File: config.mk
export PLATFORM = sky130hd
export DESIGN_NAME = mpc_ctrl
export DESIGN_NICKNAME = d
export VERILOG_FILES = /design/src/logic/mpc_pkg.sv /design/src/logic/mpc_tone.sv /design/src/logic/mpc_ctrl.sv
export SDC_FILE = /design/constraint.sdc
export NUM_CORES = 1
export LEC_CHECK = 0
export BUFFER_PORTS_ARGS = -buffer_cell sky130_fd_sc_hd__buf_4
export CORE_UTILIZATION = 53
export CTS_CLUSTER_SIZE = 40
export DETAILED_ROUTE_END_ITERATION = 12
export PLACE_DENSITY_LB_ADDON = 0.1
export SLEW_MARGIN = 40
export SYNTH_ARGS = -nofsm -noshare
export SYNTH_HDL_FRONTEND = slang
export SYNTH_SLANG_ARGS = --single-unit
File: constraint.sdc
create_clock -name CLK_SYS -period 4.6 [get_ports CLK_SYS]
set_clock_uncertainty 0.2 [all_clocks]
set_input_delay 0.92 -clock CLK_SYS [delete_from_list [all_inputs] [get_ports CLK_SYS]]
set_output_delay 0.92 -clock CLK_SYS [all_outputs]
set_load 0.1 [all_outputs]
File: src/logic/mpc_pkg.sv
// package: melody playback controller constants, tables and types
package mpc_pkg;
  // apb byte address width; register index = byte address / 4
  localparam int APB_AW = 10;
  localparam logic [7:0] IDX_IRQ_EN   = 8'hE7;
  localparam logic [7:0] IDX_IRQ_FLAG = 8'hEC;
  localparam logic [7:0] IDX_ADDR_LO  = 8'hF0;
  localparam logic [7:0] IDX_ADDR_HI  = 8'hF1;
  localparam logic [7:0] IDX_CTRL     = 8'hF2;
  // control register field positions
  localparam int PLAY_B = 0;
  localparam int TSEL_B = 1;
  localparam int SPD_LO = 2;
  localparam int SPD_HI = 3;
  // melody rom word layout and limits
  localparam int W_END = 0;
  localparam int W_SC_LO = 1;
  localparam int W_SC_HI = 4;
  localparam int W_NT_LO = 5;
  localparam int W_NT_HI = 7;
  localparam int W_ATK = 8;
  localparam logic [6:0] ROM_WORDS    = 7'h50;
  localparam logic [3:0] SCALE_SILENT = 4'hF;
  localparam logic [8:0] OOR_WORD     = 9'h1FF; // attack, 32nd, silent, end
  localparam logic [3:0] NIB_RESET    = 4'h0;
  // timing figures in their own units
  localparam longint START_MS    = 64'h7D;  // 125 ms start latency
  localparam longint ATTACK_MS   = 64'h0C;  // 12 ms attack rest
  localparam longint MS_PER_S    = 64'h3E8;
  localparam longint SEC_PER_MIN = 64'h3C;
  localparam longint TEMPO_SCALE = 64'h0A;  // tempos kept in tenths
  localparam longint SLOTS_BEAT  = 64'h08;  // 32nd slots per quarter
  // tempo table in tenths of beats per minute
  localparam logic [15:0] TEMPO_X10 [16] = '{16'h012C, 16'h0140, 16'h0157, 16'h0171, 16'h0190, 16'h01B4,
    16'h01E0, 16'h0215, 16'h0258, 16'h02AE, 16'h0320, 16'h03C0, 16'h04B0, 16'h0640, 16'h0960, 16'h12C0};
  // note length code to number of 32nd slots
  localparam logic [4:0] NOTE_SLOTS [8] = '{5'h10, 5'h0C, 5'h08, 5'h06, 5'h04, 5'h03, 5'h02, 5'h01};
  // speed field to rate multiplier
  localparam logic [5:0] SPEED_MULT [4] = '{6'h01, 6'h08, 6'h10, 6'h20};
  // tone divider defaults
  localparam logic [15:0] TONE_BASE = 16'h2000;
  localparam logic [15:0] TONE_STEP = 16'h0200;

  typedef enum logic [3:0] {
    MPC_IDLE  = 4'h1,
    MPC_DLY   = 4'h2,
    MPC_FETCH = 4'h4,
    MPC_PLAY  = 4'h8
  } mpc_state_t;

  // clock cycles of one 32nd slot for a tempo code, never below one
  function automatic logic [31:0] mpc_slot_cyc(input logic [3:0] code, input longint clk_hz);
    longint n;
    n = (clk_hz * SEC_PER_MIN * TEMPO_SCALE) / (SLOTS_BEAT * longint'(TEMPO_X10[code]));
    if (n < 1) n = 1;
    return n[31:0];
  endfunction : mpc_slot_cyc

  // clock cycles of a time in ms, rounded down, never below one
  function automatic logic [31:0] mpc_ms_cyc(input longint ms, input longint clk_hz);
    longint n;
    n = (clk_hz * ms) / MS_PER_S;
    if (n < 1) n = 1;
    return n[31:0];
  endfunction : mpc_ms_cyc
endpackage : mpc_pkg

File: src/logic/mpc_tone.sv
// tone divider: square wave whose half period follows the scale code
`timescale 1ns/1ps
module mpc_tone #(
  parameter logic [15:0] BASE = mpc_pkg::TONE_BASE,
  parameter logic [15:0] STEP = mpc_pkg::TONE_STEP
) (
  // clock, reset and clock enable
  input  wire logic       clk,
  input  wire logic       rst,
  input  wire logic       ce,
  // tone request
  input  wire logic       en,
  input  wire logic [3:0] scale,
  // square wave
  output logic            sq
);
  typedef struct packed {
    logic [15:0] cnt;
    logic        sq;
  } mpc_tone_st_t;

  mpc_tone_st_t s, n;
  logic [15:0]  half;

  assign sq = s.sq;

  // divider restarts whenever the tone is muted so each note starts clean
  always_comb begin
    n    = s;
    half = 16'(BASE + 16'(scale) * STEP);
    if (!en) begin
      n.cnt = 16'h0000;
      n.sq  = 1'b1;
    end else if (s.cnt >= half) begin
      n.cnt = 16'h0000;
      n.sq  = ~s.sq;
    end else begin
      n.cnt = s.cnt + 16'h0001;
    end
  end

  // state register
  always_ff @(posedge clk or posedge rst) begin
    if (rst) begin
      s <= '{cnt: 16'h0000, sq: 1'b1};
    end else if (ce) begin
      s <= n;
    end
  end
endmodule : mpc_tone

File: src/logic/mpc_ctrl.sv
// melody playback controller: apb registers, sequencer, timing and buzzer outputs
`timescale 1ns/1ps
module mpc_ctrl #(
  parameter longint     CLK_HZ      = 64'h0000_0000_02FA_F080,
  parameter logic [3:0] TEMPO0_CODE = 4'h0,
  parameter logic [3:0] TEMPO1_CODE = 4'hC
) (
  // clock, reset, enable
  input  wire logic                       CLK_SYS,
  input  wire logic                       RST,
  input  wire logic                       CLK_EN,
  // apb slave
  input  wire logic                       PSEL,
  input  wire logic                       PENABLE,
  input  wire logic                       PWRITE,
  input  wire logic [mpc_pkg::APB_AW-1:0] PADDR,
  input  wire logic [31:0]                PWDATA,
  output logic      [31:0]                PRDATA,
  output logic                            PREADY,
  output logic                            PSLVERR,
  // melody rom, asynchronous read
  output logic      [6:0]                 ROM_ADDR,
  input  wire logic [8:0]                 ROM_DATA,
  // buzzer and interrupt
  output logic                            MELODY_OUT,
  output logic                            MELODY_OUT_N,
  output logic                            MELODY_IRQ
);
  // tempo code table lookup
  // both tempos are fixed at build time, so the table costs no gates
  localparam logic [31:0] SLOT0_CYC = mpc_pkg::mpc_slot_cyc(TEMPO0_CODE, CLK_HZ);
  localparam logic [31:0] SLOT1_CYC = mpc_pkg::mpc_slot_cyc(TEMPO1_CODE, CLK_HZ);
  localparam logic [31:0] START_CYC = mpc_pkg::mpc_ms_cyc(mpc_pkg::START_MS, CLK_HZ);
  localparam logic [31:0] ATK_CYC   = mpc_pkg::mpc_ms_cyc(mpc_pkg::ATTACK_MS, CLK_HZ);

  typedef struct packed {
    mpc_pkg::mpc_state_t st;
    logic        irq_en;
    logic        flag;
    logic [3:0]  addr_lo;
    logic [2:0]  addr_hi;
    logic        play;
    logic        tsel;
    logic [1:0]  speed;
    logic        tsel_run;
    logic [6:0]  ptr;
    logic        wait_f;
    logic        first;
    logic        rest;
    logic        end_f;
    logic [3:0]  scale;
    logic [4:0]  slots;
    logic [4:0]  slot_cnt;
    logic [31:0] acc;
    logic [31:0] prdata;
    logic        pready;
    logic        pslverr;
    logic        mo;
    logic        mo_n;
    logic        irq;
  } mpc_st_t;

  mpc_st_t     s, n;
  logic        setup, acc_ph, wr, rd, hit;
  logic [7:0]  idx;
  logic        start, tick, end_evt, sounding, tone_sq;
  logic [31:0] target, sum;
  logic [8:0]  word;

  ////////////////////////////////////////////////////////////////////////////
  // outputs straight from the state register
  assign PRDATA       = s.prdata;
  assign PREADY       = s.pready;
  assign PSLVERR      = s.pslverr;
  assign ROM_ADDR     = s.ptr;
  assign MELODY_OUT   = s.mo;
  assign MELODY_OUT_N = s.mo_n;
  assign MELODY_IRQ   = s.irq;

  // tone is muted during attack rest and on silent scale codes
  assign sounding = (s.st == mpc_pkg::MPC_PLAY) && !s.rest && (s.scale != mpc_pkg::SCALE_SILENT);

  mpc_tone u_tone (
    .clk   (CLK_SYS),
    .rst   (RST),
    .ce    (CLK_EN),
    .en    (sounding),
    .scale (s.scale),
    .sq    (tone_sq)
  );

  ////////////////////////////////////////////////////////////////////////////
  // next-state logic
  always_comb begin
    n       = s;
    start   = 1'b0;
    tick    = 1'b0;
    end_evt = 1'b0;
    word    = ROM_DATA;
    setup   = PSEL && !PENABLE;
    acc_ph  = PSEL && PENABLE && s.pready;
    idx     = PADDR[mpc_pkg::APB_AW-1:2];
    wr      = acc_ph && PWRITE && !s.pslverr;
    rd      = acc_ph && !PWRITE && !s.pslverr;
    hit     = (idx == mpc_pkg::IDX_IRQ_EN) || (idx == mpc_pkg::IDX_IRQ_FLAG) || (idx == mpc_pkg::IDX_ADDR_LO)
              || (idx == mpc_pkg::IDX_ADDR_HI) || (idx == mpc_pkg::IDX_CTRL);

    // answer registered in setup, shown in the first access cycle
    n.pready = setup;
    if (setup) begin
      n.pslverr = !hit;
      n.prdata  = 32'h0000_0000;
      case (idx)
        mpc_pkg::IDX_IRQ_EN:   n.prdata[0] = s.irq_en;
        mpc_pkg::IDX_IRQ_FLAG: n.prdata[0] = s.flag;
        mpc_pkg::IDX_ADDR_LO:  n.prdata[3:0] = s.addr_lo;
        mpc_pkg::IDX_ADDR_HI:  n.prdata[2:0] = s.addr_hi;
        mpc_pkg::IDX_CTRL:     n.prdata[3:0] = {s.speed, s.tsel, s.play};
        default:               n.prdata = 32'h0000_0000;
      endcase
    end

    // register writes; the flag register ignores writes
    if (wr) begin
      case (idx)
        mpc_pkg::IDX_IRQ_EN:  n.irq_en = PWDATA[0];
        mpc_pkg::IDX_ADDR_LO: n.addr_lo = PWDATA[3:0];
        mpc_pkg::IDX_ADDR_HI: n.addr_hi = PWDATA[2:0];
        mpc_pkg::IDX_CTRL: begin
          n.play  = PWDATA[mpc_pkg::PLAY_B];
          n.tsel  = PWDATA[mpc_pkg::TSEL_B];
          n.speed = PWDATA[mpc_pkg::SPD_HI:mpc_pkg::SPD_LO];
          start   = PWDATA[mpc_pkg::PLAY_B] && !s.play;
        end
        default: n.irq_en = s.irq_en;
      endcase
    end

    // weighted timebase: speed is read live so a change acts on the next cycle
    // tempo and speed scaling
    target = s.tsel_run ? SLOT1_CYC : SLOT0_CYC;
    if (s.st == mpc_pkg::MPC_DLY) target = START_CYC;
    else if (s.rest) target = ATK_CYC;
    sum = s.acc + {26'h000_0000, mpc_pkg::SPEED_MULT[s.speed]};
    if ((s.st == mpc_pkg::MPC_DLY) || (s.st == mpc_pkg::MPC_PLAY)) begin
      if (sum >= target) begin
        tick  = 1'b1;
        n.acc = 32'h0000_0000;
      end else begin
        n.acc = sum;
      end
    end

    // sequencer
    case (s.st)
      mpc_pkg::MPC_IDLE: n.acc = 32'h0000_0000;
      mpc_pkg::MPC_DLY: begin
        if (tick) begin
          n.st     = mpc_pkg::MPC_FETCH;
          n.wait_f = 1'b0;
        end
      end
      mpc_pkg::MPC_FETCH: begin
        // one cycle for the rom address to settle before capture
        if (!s.wait_f) begin
          n.wait_f = 1'b1;
        end else begin
          if (s.ptr >= mpc_pkg::ROM_WORDS) word = mpc_pkg::OOR_WORD;
          n.wait_f   = 1'b0;
          n.end_f    = word[mpc_pkg::W_END];
          n.scale    = word[mpc_pkg::W_SC_HI:mpc_pkg::W_SC_LO];
          n.slots    = mpc_pkg::NOTE_SLOTS[word[mpc_pkg::W_NT_HI:mpc_pkg::W_NT_LO]];
          n.rest     = word[mpc_pkg::W_ATK];
          n.slot_cnt = 5'h00;
          n.acc      = 32'h0000_0000;
          // a melody whose first word lacks attack plays nothing
          n.st       = (s.first && !word[mpc_pkg::W_ATK]) ? mpc_pkg::MPC_IDLE : mpc_pkg::MPC_PLAY;
        end
      end
      mpc_pkg::MPC_PLAY: begin
        if (tick && s.rest) begin
          n.rest = 1'b0;
        end else if (tick && (s.slot_cnt + 5'h01 != s.slots)) begin
          n.slot_cnt = s.slot_cnt + 5'h01;
        end else if (tick) begin
          n.slot_cnt = 5'h00;
          n.st       = mpc_pkg::MPC_FETCH;
          n.first    = 1'b0;
          n.ptr      = s.ptr + 7'h01;
          if (s.end_f) begin
            end_evt = 1'b1;
            n.ptr      = {s.addr_hi, s.addr_lo};
            n.tsel_run = s.tsel;
            n.first    = 1'b1;
            // halt when play bit is clear
            if (!s.play) n.st = mpc_pkg::MPC_IDLE;
          end
        end
      end
      default: n.st = mpc_pkg::MPC_IDLE;
    endcase

    if (start) begin
      n.st       = mpc_pkg::MPC_DLY;
      n.ptr      = {s.addr_hi, s.addr_lo};
      // tempo written with the play bit
      // a select written together with play belongs to the melody it starts
      n.tsel_run = n.tsel;
      n.first    = 1'b1;
      n.rest     = 1'b0;
      n.acc      = 32'h0000_0000;
    end

    // read clears only what was shown; a new event wins
    n.flag = end_evt || (s.flag && !(rd && (idx == mpc_pkg::IDX_IRQ_FLAG) && s.prdata[0]));
    n.irq  = s.flag && s.irq_en;

    // both pins high when not sounding, complementary while sounding
    n.mo   = sounding ? tone_sq : 1'b1;
    n.mo_n = sounding ? !tone_sq : 1'b1;
  end

  ////////////////////////////////////////////////////////////////////////////
  // state register; clock enable freezes everything
  always_ff @(posedge CLK_SYS or posedge RST) begin
    if (RST) begin
      s <= '{st: mpc_pkg::MPC_IDLE, addr_lo: mpc_pkg::NIB_RESET, scale: mpc_pkg::SCALE_SILENT,
             mo: 1'b1, mo_n: 1'b1, default: '0};
    end else if (CLK_EN) begin
      s <= n;
    end
  end

  ////////////////////////////////////////////////////////////////////////////
  // assertions
  property p_flag_set;
    @(posedge CLK_SYS) disable iff (RST) CLK_EN && end_evt |=> s.flag;
  endproperty
  a_flag_set: assert property (p_flag_set) else $error("end event did not set flag");

  property p_irq_mask;
    @(posedge CLK_SYS) disable iff (RST) CLK_EN && s.flag && s.irq_en |=> MELODY_IRQ;
  endproperty
  a_irq_mask: assert property (p_irq_mask) else $error("enabled flag gave no request");

  property p_irq_off;
    @(posedge CLK_SYS) disable iff (RST) CLK_EN && !s.irq_en |=> !MELODY_IRQ;
  endproperty
  a_irq_off: assert property (p_irq_off) else $error("masked flag raised request");

  property p_halt;
    @(posedge CLK_SYS) disable iff (RST)
      CLK_EN && end_evt && !s.play && !start |=> s.st == mpc_pkg::MPC_IDLE ##1 MELODY_OUT && MELODY_OUT_N;
  endproperty
  a_halt: assert property (p_halt) else $error("no halt at end with play clear");

  property p_repeat;
    @(posedge CLK_SYS) disable iff (RST)
      CLK_EN && end_evt && s.play && !start |=> s.st == mpc_pkg::MPC_FETCH && s.ptr == $past({s.addr_hi, s.addr_lo});
  endproperty
  a_repeat: assert property (p_repeat) else $error("no continue at start address");

  property p_restart;
    @(posedge CLK_SYS) disable iff (RST)
      CLK_EN && start |=> s.st == mpc_pkg::MPC_DLY && s.ptr == $past({s.addr_hi, s.addr_lo});
  endproperty
  a_restart: assert property (p_restart) else $error("restart not taken");

  property p_tempo_hold;
    @(posedge CLK_SYS) disable iff (RST) CLK_EN && !start && !end_evt |=> $stable(s.tsel_run);
  endproperty
  a_tempo_hold: assert property (p_tempo_hold) else $error("tempo changed mid melody");

  property p_rd_clr;
    @(posedge CLK_SYS) disable iff (RST)
      CLK_EN && rd && idx == mpc_pkg::IDX_IRQ_FLAG && s.prdata[0] && !end_evt |=> !s.flag;
  endproperty
  a_rd_clr: assert property (p_rd_clr) else $error("flag read did not clear");

  property p_advance;
    @(posedge CLK_SYS) disable iff (RST)
      CLK_EN && s.st == mpc_pkg::MPC_PLAY && tick && !s.rest && s.slot_cnt + 5'h01 == s.slots && !s.end_f && !start
      |=> s.ptr == $past(s.ptr) + 7'h01;
  endproperty
  a_advance: assert property (p_advance) else $error("address did not advance");

  property p_oor;
    @(posedge CLK_SYS) disable iff (RST)
      CLK_EN && s.st == mpc_pkg::MPC_FETCH && s.wait_f && s.ptr >= mpc_pkg::ROM_WORDS && !start
      |=> s.slots == 5'h01 && s.scale == mpc_pkg::SCALE_SILENT && s.end_f;
  endproperty
  a_oor: assert property (p_oor) else $error("out of range word not silent");

  property p_addr_wr;
    @(posedge CLK_SYS) disable iff (RST)
      CLK_EN && wr && idx == mpc_pkg::IDX_ADDR_LO |=> s.addr_lo == $past(PWDATA[3:0]);
  endproperty
  a_addr_wr: assert property (p_addr_wr) else $error("address nibble not written");

  // the start wait must stay silent on both buzzer pins
  property p_dly_quiet;
    @(posedge CLK_SYS) disable iff (RST) CLK_EN && s.st == mpc_pkg::MPC_DLY |=> MELODY_OUT && MELODY_OUT_N;
  endproperty
  a_dly_quiet: assert property (p_dly_quiet) else $error("sound during start wait");

  c_end:     cover property (@(posedge CLK_SYS) disable iff (RST) end_evt);
  c_restart: cover property (@(posedge CLK_SYS) disable iff (RST) start && s.st == mpc_pkg::MPC_PLAY);
  c_tone:    cover property (@(posedge CLK_SYS) disable iff (RST) sounding ##1 !MELODY_OUT);
  c_oor:     cover property (@(posedge CLK_SYS) disable iff (RST)
    s.st == mpc_pkg::MPC_FETCH && s.ptr >= mpc_pkg::ROM_WORDS);
endmodule : mpc_ctrl

# Word-level counts from Yosys, hierarchy flattened
# Memories as Yosys holds them, arrays and structs flattened.
# Cells that the tools add are included.
word_totals:
  n_memories: 1
  elab_cells: 181
  reg_bits: 101
  input_bits: 57
  rom_bits: 40
  out_inout_bits: 44
mem_list:
  columns: ["name", "words", "width", "read_ports", "rd_clocked_by_memory_dff", "wr", "line_no", "rtl"]
  rows:
  - ["(name not given)", 8, 5, 1, 0, 0, "mpc_ctrl.sv:172", "n.slots = mpc_pkg::NOTE_SLOTS[word[mpc_pkg::W_NT_HI:mpc_pkg::W_NT_LO]];"]
op_classes:
  reduce_logical: 51
  n_bitwise: 3
  n_eq_ne: 25
  mux: 65
  magnitude_cmp: 5
  addsub: 5
ops:
  columns: ["cell", "n"]
  rows:
  - ["$mux W32", 3]
  - ["$mux W24", 3]
  - ["$pmux W32 S2", 1]
  - ["$mux W48", 1]
  - ["$mux W8", 6]
  - ["$eq A8 B8 Y1 const B", 5]
  - ["$add A32 B6 Y32", 1]
  - ["$ge A32 B32 Y1", 1]
  - ["$mux W4", 8]
  - ["$mux W9", 3]
  - ["$mux W5", 5]
  - ["$mux W1", 19]
  - ["$reduce_and A3 Y1", 6]
  - ["$logic_and A1 B1 Y1", 17]
  - ["$mux W17", 1]
  - ["$add A16 B1 Y16 const B", 1]
  - ["$ge A16 B16 Y1", 1]
  - ["$mux W16", 1]
  - ["$pmux W4 S4", 1]
  - ["$add A14 B13 Y15 const A", 1]
  - ["$ne A3 B3 Y1 const B", 5]
  - ["$bmux W6 S2", 1]
  - ["$mux W6", 2]
  - ["$ne A2 B2 Y1 const B", 6]
  - ["31 further kinds", 55]

# Logic depth before layout (Yosys ltp)
# Gate-level depths: netlist of run 1.
logic_depth:
  word_depth: 13
  ltp_mapped: 21
  mapped_depth_nobuf: 19

# Hierarchy
# A second synthesis of run 1 with hierarchy kept.
hier_totals:
  hier_cells: 723
  area_unflattened_um2: 6751.5
modules_own_cells:
  columns: ["module", "area_each_um2", "cells_each", "n_inst"]
  rows:
  - ["mpc_ctrl", 5729.2, 616, 1]
  - ["mpc_tone", 1022.2, 107, 1]

# Worst setup path before layout of run 1
# Ideal clock, no wire load.
synth_timing:
  path_type: "reg2reg"
  startpoint: "reg s[95] (netlist bit)"
  endpoint: "reg s[71] (netlist bit)"
  t_arrival_ns: 4.267
  n_path_buf: 1
  path_stages_with_launch: 20
  slack_ns: 0.007
  path_cell_list: "dfrtp_1 nor2b_1 ha_1 and3_1 o22a_1 and3_1 and3_1 nand3_1 and2_1 or2_2 ha_1 nand4_1 a211oi_1 o22ai_1 and4b_1 o21ai_1 nor4b_4 buf_6 o21a_1 a221o_1"
synth_between:
  elab_chain_cells: 12
  elab_cells_between_ends: 16
synth_lines:
  columns: ["element", "line_no", "rtl"]
  rows:
  - ["start, declared", "mpc_ctrl.sv:63", "mpc_st_t s, n;"]
  - ["start signal, assigned", "mpc_ctrl.sv:227", "s <= '{st: mpc_pkg::MPC_IDLE, addr_lo: mpc_pkg::NIB_RESET, scale: mpc_pkg::SCALE_SILENT,"]
  - ["start signal, assigned", "mpc_ctrl.sv:230", "s <= n;"]
  - ["$not A2 Y3 (implied by the code) *", "mpc_ctrl.sv:144", "sum = s.acc + {26'h000_0000, mpc_pkg::SPEED_MULT[s.speed]};"]
  - ["$bmux W6 S2 *", "mpc_ctrl.sv:144", null]
  - ["$mux W6 (implied by the code) * (2 in a row)", "mpc_ctrl.sv:144", null]
  - ["$add A32 B6 Y32 *", "mpc_ctrl.sv:144", null]
  - ["$ge A32 B32 Y1 *", "mpc_ctrl.sv:146", "if (sum >= target) begin"]
  - ["$mux W1 *", "mpc_ctrl.sv:146", null]
  - ["$mux W1 *", "mpc_ctrl.sv:145", "if ((s.st == mpc_pkg::MPC_DLY) || (s.st == mpc_pkg::MPC_PLAY)) begin"]
  - ["$logic_and A1 B1 Y1", "mpc_ctrl.sv:183", "end else if (tick && (s.slot_cnt + 5'h01 != s.slots)) begin"]
  - ["$mux W5", "mpc_ctrl.sv:183", null]
  - ["$mux W5", "mpc_ctrl.sv:181", "if (tick && s.rest) begin"]
  - ["$pmux W5 S2", "mpc_ctrl.sv:155", "case (s.st)"]
# Every way passes the cells marked *; elsewhere a longest branch is shown, timed or not. The select of a mux whose other input is x is not followed.
# A chain may end at the register's enable or synchronous reset.

# Worst setup path in the final report of run 1
layout_timing:
  startpoint: "reg s[95] (netlist bit)"
  endpoint: "reg s[39] (netlist bit)"
layout_between:
  elab_chain_cells: 11
layout_lines:
  columns: ["element", "line_no", "rtl"]
  rows:
  - ["$not A2 Y3 (implied by the code) *", "mpc_ctrl.sv:144", null]
  - ["$bmux W6 S2 *", "mpc_ctrl.sv:144", null]
  - ["$mux W6 (implied by the code) * (2 in a row)", "mpc_ctrl.sv:144", null]
  - ["$add A32 B6 Y32 *", "mpc_ctrl.sv:144", null]
  - ["$ge A32 B32 Y1", "mpc_ctrl.sv:146", null]
  - ["$mux W32 *", "mpc_ctrl.sv:146", null]
  - ["$mux W32 *", "mpc_ctrl.sv:145", null]
  - ["$mux W48", "mpc_ctrl.sv:165", "if (!s.wait_f) begin"]
  - ["$pmux W32 S2 *", "mpc_ctrl.sv:155", null]
  - ["$mux W32 *", "mpc_ctrl.sv:203", "if (start) begin"]
# Marked as above.

==> flow_metrics.env, run 1 <==
export IMPL_routed_wl_met3_microns=719
export IMPL_synth_top_area_share_pct=33.9
export IMPL_utilization_pct=65.7
export IMPL_coreArea_sq_um=12600
export IMPL_critical_path_class="register to register"
export IMPL_hp_class="register to register"
export IMPL_hpwl_microns=12000
export IMPL_dr_wl_met2_microns=8320
export IMPL_pre_cts_ws_ns=-0.167
export IMPL_nets=922
export IMPL_ir_drop_v=0.000195
export IMPL_ys_warnings_count=0
export IMPL_worst_setup_path_end_kind="register"
export IMPL_rrSetupSlack_ns=0.04
export IMPL_rsz0062_at_grt="true"
export IMPL_cap_violations=0
export IMPL_p_seq_share_pct=41.8
export IMPL_netlist_area_sq_um=6860
export IMPL_fmax_mhz=219
export IMPL_die_w_microns=116
export IMPL_timing_rr_start="s[95]$_DFFE_PP0P_"
export IMPL_slew_violations=0
export IMPL_combPwrFrac_pct=27.5
export IMPL_switching_share_pct=35.6
export IMPL_rows=41
export IMPL_io_pins=101
export IMPL_async_flop_share_pct=100
export IMPL_reg2reg_depth=18
export IMPL_hold_violations=0
export IMPL_post_route_worst_setup_slack_ns=0.0414
export IMPL_drtPass1Iterations=5
export IMPL_clockPowerShare_pct=30.7
export IMPL_tritoncts="yes"
export IMPL_drc=0
export IMPL_io_buffers=42
export IMPL_postCtsHoldBufs=0
export IMPL_ys_top_cells_by_count="dfrtp_1 (93), nand2_1 (72), nor2_1 (66)"
export IMPL_synth_cell_types=77
export IMPL_grt_usage_pct=26.2
export IMPL_ys_flop_type="dfrtp_1"
export IMPL_ys_ff_latch=101
export IMPL_status="finished, final reports clean"
export IMPL_die_h_microns=116
export IMPL_dieArea_sq_um=13400
export IMPL_hp_start="s[79]$_DFFE_PP1P_"
export IMPL_drive_gt1_share_pct=26.3
export IMPL_vias_per_cell=5.93
export IMPL_grt_max_degree=50
export IMPL_min_to="s[79]$_DFFE_PP1P_"
export IMPL_top_layer_used="met4"
export IMPL_internal_power_uw=1560
export IMPL_cp_arrival_ns=4.64
export IMPL_regToRegEndpoint="s[39]$_DFFE_PP0P_"
export IMPL_gp_congestion=0.870
export IMPL_synth_edf_count=0
export IMPL_dpl_instance_area_sq_um=7440
export IMPL_routed_wl_microns=17100
export IMPL_first_global_vias=5559
export IMPL_diodes=0
export IMPL_setup_viol=0
export IMPL_avgRoutedWirePerCell_microns=17.0
export IMPL_cts_root_buffer="clkbuf_16"
export IMPL_grt_first_pass_wirelength_microns=27300
export IMPL_powerDensity_nw_per_um2=291
export IMPL_clockBufferDepth=2
export IMPL_total_power_uw=2410
export IMPL_yosysMostFrequentCell="dfrtp_1"
export IMPL_required_ns=4.68
export IMPL_htreeDepth=3
export IMPL_min_path_cells=2
export IMPL_grt_overflow=0
export IMPL_drtIter0Drc=442
export IMPL_yosysSeqAreaShare_pct=37.0
export IMPL_met1_length_microns=7870
export IMPL_area_growth_pct=20.9
export IMPL_cp_max_fo=6
export IMPL_clkTransAtPathRegs_ns=0.07
export IMPL_setup_worst_path_start_class="register"
export IMPL_p_sw_uw=858
export IMPL_vias=5968
export IMPL_hold_slack_ns=0.281
export IMPL_fin_crit_sh_pct=99.1
export IMPL_fin_area_sq_um=8290
export IMPL_relSlewSlack_pct=44.0
export IMPL_power_leakage_uw=0.00387
export IMPL_synth_top_area_cell="dfrtp_1"
export IMPL_synthTopCellsByArea="dfrtp_1 (34%), ha_1 (6.4%), buf_4 (4.3%)"
export IMPL_antenna_left=0
export IMPL_tightest_slew_ns=0.833
export IMPL_worstSkewPairLatency_ns=0.36
export IMPL_syn_area_per_cell_sq_um=9.02
export IMPL_initial_core_util_pct=54.3
export IMPL_antenna_found_initial=0
export IMPL_syn_inst=760
export IMPL_timing_final_crit_period_ns=4.56
export IMPL_numCtsBuffers=9
export IMPL_cts_sinks=101
flip-flops by register name (all words and copies together) (netlist names):
signal	flops
u_tone.s	16
s	68
PSLVERR	1
ROM_ADDR	7
MELODY_OUT_N	1
PRDATA	4
MELODY_IRQ	1
PREADY	1
MELODY_OUT	1
u_tone.sq	1
area by class of cell:
| cell class | instances | area (sq um) |
|---|---|---|
| Multi-Input combinational cell | 593 | 4330 |
| Fill cell | 1054 | 4330 |
| Sequential cell | 101 | 2540 |
| Timing Repair Buffer | 97 | 820 |
| Clock buffer | 12 | 246 |
| Tap cell | 172 | 215 |
| Inverter | 28 | 108 |
| Clock inverter | 4 | 31.3 |
worst max-delay path, cell delays in order, from the launching register on:
cell,delay (ns)
dfrtp_2,0.47
and2_4,0.19
ha_4,0.24
and3_4,0.14
a221o_1,0.40
buf_4,0.19
and2_2,0.23
nand3_2,0.11
xnor2_2,0.08
ha_1,0.33
a211oi_2,0.26
nor2_1,0.09
o41ai_2,0.46
nor4b_4,0.38
buf_6,0.18
buf_12,0.13
nand3_4,0.09
buf_8,0.17
o21ai_2,0.14
routing by layer:
metal / track usage (%) / up-vias
li1: - / 2839
met1: 35.5 / 2958
met2: 43.1 / 154
met3: 4.13 / 17
met4: 8.29 / 0
met5: 0 / -
metrics by stage:
step / cells / TNS, ns
2_1_floorplan: 787 / 0
3_3_place_gp: 979 / -1.30
3_5_place_dp: 979 / -1.99
4_1_cts: 1005 / 0
5_1_grt: 1007 / -3.42
6_report: 1007 / 0
worst max path at each step:
stage	cells after the start	slack (ns)	from	end
after floorplan	19	0.007	s[95]$_DFFE_PP0P_	s[71]$_DFFE_PP0P_
after global placement	20	-0.12	s[95]$_DFFE_PP0P_	s[111]$_DFFE_PP0P_
after detailed placement	20	-0.17	s[95]$_DFFE_PP0P_	s[110]$_DFFE_PP0P_
after CTS	22	0.003	s[96]$_DFFE_PP0P_	s[62]$_DFFE_PP0P_
after global routing	22	-0.13	s[95]$_DFFE_PP0P_	ROM_ADDR[3]$_DFFE_PP0P_
final	18	0.04	s[95]$_DFFE_PP0P_	s[39]$_DFFE_PP0P_
cell usage in the layout (no fill, tap or decap), types with 4 or more instances in the layout:
master,instances
a211oi_2,4
xor2_1,15
mux2_4,4
buf_4,85
inv_1,25
buf_6,7
o21ai_0,33
dfstp_2,8
or2_2,4
conb_1,28
o31ai_1,7
nor4_1,5
nand4_1,15
nand2_1,69
and2_1,8
and3_4,5
xnor2_1,15
ha_1,28
nor3_1,12
and4_1,4
mux2i_1,12
ha_4,6
a21oi_1,23
nor3b_2,7
mux2_2,13
a21o_1,7
nor2b_1,11
dfrtp_1,91
and3_1,13
nand3_1,27
a31oi_1,8
o22ai_1,10
clkbuf_16,9
a22o_1,21
nand2b_1,7
or3_1,4
nor2_1,63
power by group through the flow:
stage	clock network, uW	logic [uW]	registers [uW]
after floorplan	0	469	1020
after detailed placement	0	602	1030
after global routing	795	735	1020
after global placement	0	581	1020
final	741	664	1010
after CTS	754	629	1010
kinds of logic (layout without fill, tap and decap cells):
group / count (synthesis) / in the layout / synth area share, %
other cells: 1 / 28 / 0.0547
simple gates: 293 / 293 / 22.3
compound gates: 174 / 174 / 17.8
flops: 101 / 101 / 37.0
xor+xnor: 32 / 32 / 4.09
buf+inv: 93 / 141 / 7.46
fa+ha+maj: 35 / 35 / 6.39
mux: 31 / 31 / 4.87
timing repair:
| item | 4_1_cts | 5_1_grt |
|---|---|---|
| gates cloned | 1 | 0 |
| setup buffers | 9 | 4 |
| gates resized for setup | 45 | 49 |
| pin swaps | 20 | 42 |
| setup endpoints to repair | 43 | 52 |
Power figures use the tool's default switching activity.
==> run 2, diff against run 1 <==
--- a/config.mk
+++ b/config.mk
@@ -9,6 +9,7 @@
 export CORE_UTILIZATION = 53
 export CTS_CLUSTER_SIZE = 40
 export DETAILED_ROUTE_END_ITERATION = 12
+export MAX_ROUTING_LAYER = met4
 export PLACE_DENSITY_LB_ADDON = 0.1
 export SLEW_MARGIN = 40
 export SYNTH_ARGS = -nofsm -noshare
==> run 2 against run 1 <==
Effect of this change:
- the flow now finishes with violations (negative setup slack)
- cell area decreased by 1.1%
- clock power increased by 8.4%
- maximum frequency decreased by 2.0%
- combinational power decreased by 2%
- critical endpoint is now s[41]$_DFFE_PP0P_
- largest cell class unchanged
- highest routed layer unchanged
==> flow_metrics.env, run 2 (synthesis results as in run 1) <==
export IMPL_grt_usage_pct=27.2
export IMPL_cp_arrival_ns=4.70
export IMPL_diodes=0
export IMPL_cts_sinks=101
export IMPL_die_h_microns=116
export IMPL_tightest_slew_ns=0.830
export IMPL_combPwrFrac_pct=26.3
export IMPL_regToRegEndpoint="s[41]$_DFFE_PP0P_"
export IMPL_reg2reg_depth=22
export IMPL_regMostFlops="s"
export IMPL_worstPathCellList="nor2_2, ha_2, ha_4, and3_4, o22a_1, and3_4, and3_4, nand3_4, and2_4, or2_4, ha_4, nand4_1, a211oi_2, o22ai_2, and4b_1, o21ai_2, nor4b_4, buf_4, buf_6, and3_4, clkbuf_16, a22o_1"
export IMPL_grt_overflow=0
export IMPL_p_seq_share_pct=41.1
export IMPL_area_growth_pct=19.6
export IMPL_critPathTopFamily="simple AND/OR/NAND/NOR gates"
export IMPL_relSlewSlack_pct=44.6
export IMPL_gp_congestion=0.852
export IMPL_slew_violations=0
export IMPL_worstSkewPairLatency_ns=0.36
export IMPL_post_route_worst_setup_slack_ns=-0.0535
export IMPL_cp_max_fo=6
export IMPL_power_leakage_uw=0.00384
export IMPL_use_met3_pct=5.65
export IMPL_cts_root_buffer="clkbuf_16"
export IMPL_antenna_left=0
export IMPL_cp_common_cell="and3_4"
export IMPL_hp_start="s[79]$_DFFE_PP1P_"
export IMPL_initial_core_util_pct=54.3
export IMPL_min_path_cells=2
export IMPL_min_to="s[79]$_DFFE_PP1P_"
export IMPL_layout_common_cells="dfrtp_1 (91), buf_4 (88), nand2_1 (70)"
export IMPL_powerDensity_nw_per_um2=300
export IMPL_antenna_found_initial=0
export IMPL_routed_wl_microns=17300
export IMPL_dieArea_sq_um=13400
export IMPL_violations="negative setup slack"
export IMPL_htreeDepth=3
export IMPL_drtIter0Drc=330
export IMPL_io_pins=101
export IMPL_numCtsBuffers=9
export IMPL_clockBufferDepth=2
export IMPL_drc=0
export IMPL_hpwl_microns=12200
export IMPL_avgRoutedWirePerCell_microns=17.1
export IMPL_drtPass1Iterations=4
export IMPL_tritoncts="yes"
export IMPL_internal_power_uw=1610
export IMPL_timing_final_crit_period_ns=4.65
export IMPL_cp_slowest_stage_delay_ns=0.46
export IMPL_busiest_layer="met2"
export IMPL_critical_path_class="register to register"
export IMPL_hp_class="register to register"
export IMPL_final_common_cell="dfrtp_1"
export IMPL_grt_util_met2_pct=42.6
export IMPL_vias=5886
export IMPL_die_w_microns=116
export IMPL_crit_buf_inv=3
export IMPL_required_ns=4.64
export IMPL_cap_violations=0
export IMPL_fmax_mhz=215
export IMPL_grt_max_degree=57
export IMPL_rows=41
export IMPL_setup_viol=14
export IMPL_hold_slack_ns=0.277
export IMPL_rrSetupSlack_ns=-0.05
export IMPL_drive_gt1_share_pct=25.4
export IMPL_rsz0062_at_grt="true"
export IMPL_setup_worst_path_start_class="register"
export IMPL_clkTransAtPathRegs_ns=0.07
export IMPL_use_met1_pct=35.5
export IMPL_grt_first_pass_wirelength_microns=27400
export IMPL_clockPowerShare_pct=32.6
export IMPL_status="complete, but fails checks"
export IMPL_utilization_pct=65.0
export IMPL_timing_rr_start="s[95]$_DFFE_PP0P_"
export IMPL_coreArea_sq_um=12600
export IMPL_hold_violations=0
export IMPL_p_sw_uw=849
export IMPL_io_buffers=42
export IMPL_vias_per_cell=5.84
export IMPL_worst_setup_path_end_kind="register"
export IMPL_postCtsHoldBufs=0
export IMPL_fin_crit_sh_pct=101
export IMPL_ir_drop_v=0.000210
export IMPL_largest_reg_flops=68
export IMPL_slowest_stage="dfrtp_2"
export IMPL_first_global_vias=5554
export IMPL_switching_share_pct=34.5
export IMPL_layout_filler_cells=1078
export IMPL_nets=923
==> run 2: final cells by class <==
type                            instances  area, sq um  area share, %
Timing Repair Buffer                   98          805           9.81
Multi-Input combinational cell        593         4220           51.5
Clock inverter                          5         57.6          0.702
Clock buffer                           11          253           3.08
Sequential cell                       101         2540           31.0
Tap cell                              172          215           2.62
Inverter                               28          108           1.31
==> run 2: worst register-to-register path, cell delays in order (launching register included) <==
cell       delay (ns)
dfrtp_2          0.46
nor2_2           0.13
ha_2             0.21
ha_4             0.14
and3_4           0.17
o22a_1           0.18
and3_4           0.20
and3_4           0.21
nand3_4          0.09
and2_4           0.17
or2_4            0.25
ha_4             0.26
nand4_1          0.14
a211oi_2         0.25
o22ai_2          0.12
and4b_1          0.21
o21ai_2          0.23
nor4b_4          0.09
buf_4            0.18
buf_6            0.11
and3_4           0.20
clkbuf_16        0.16
a22o_1           0.18
==> run 2: power groups by stage <==
stage          combinational [uW]  sequential, uW  clock (uW)
2_1_floorplan                 469            1020           0
3_3_place_gp                  584            1020           0
3_5_place_dp                  603            1030           0
4_1_cts                       617            1010         821
5_1_grt                       713            1020         854
6_report                      648            1010         803
==> run 2: worst max-delay path by stage <==
stage	cells past startpoint	endpoint	startpoint	slack (ns)
final	22	s[41]$_DFFE_PP0P_	s[95]$_DFFE_PP0P_	-0.05
after global routing	22	s[41]$_DFFE_PP0P_	s[95]$_DFFE_PP0P_	-0.15
after CTS	23	ROM_ADDR[3]$_DFFE_PP0P_	s[96]$_DFFE_PP0P_	0.008
after detailed placement	20	s[65]$_DFFE_PP0P_	s[95]$_DFFE_PP0P_	-0.28
after global placement	20	s[65]$_DFFE_PP0P_	s[95]$_DFFE_PP0P_	-0.14
after floorplan	19	s[71]$_DFFE_PP0P_	s[95]$_DFFE_PP0P_	0.007
==> run 2: repair_timing <==
action / 4_1_cts / 5_1_grt
buffers inserted: 12 / 4
pin swaps: 22 / 34
gates cloned: 0 / 1
setup endpoints to repair: 47 / 52
resized for setup: 34 / 42
==> run 2: per-stage QoR <==
stage	worst slack (ns)	power, uW	setup TNS, ns	std cells	instance area, sq um
finish	-0.0535	2460	-0.395	1008	8200
global route	-0.147	2580	-2.86	1008	8200
CTS	0.00824	2450	0	1005	7970
detailed placement	-0.281	1630	-7.01	977	7420
global placement	-0.138	1610	-2.02	977	7420
floorplan	0.00739	1490	0	787	6960
==> run 2: layer usage <==
layer / up-vias / share of wire [%] / routed length (microns)
met5: - / 0 / 0
met3: 16 / 4.8 / 822
met1: 2873 / 46 / 7930
li1: 2836 / - / -
met4: 0 / 1.3 / 228
met2: 161 / 48 / 8270
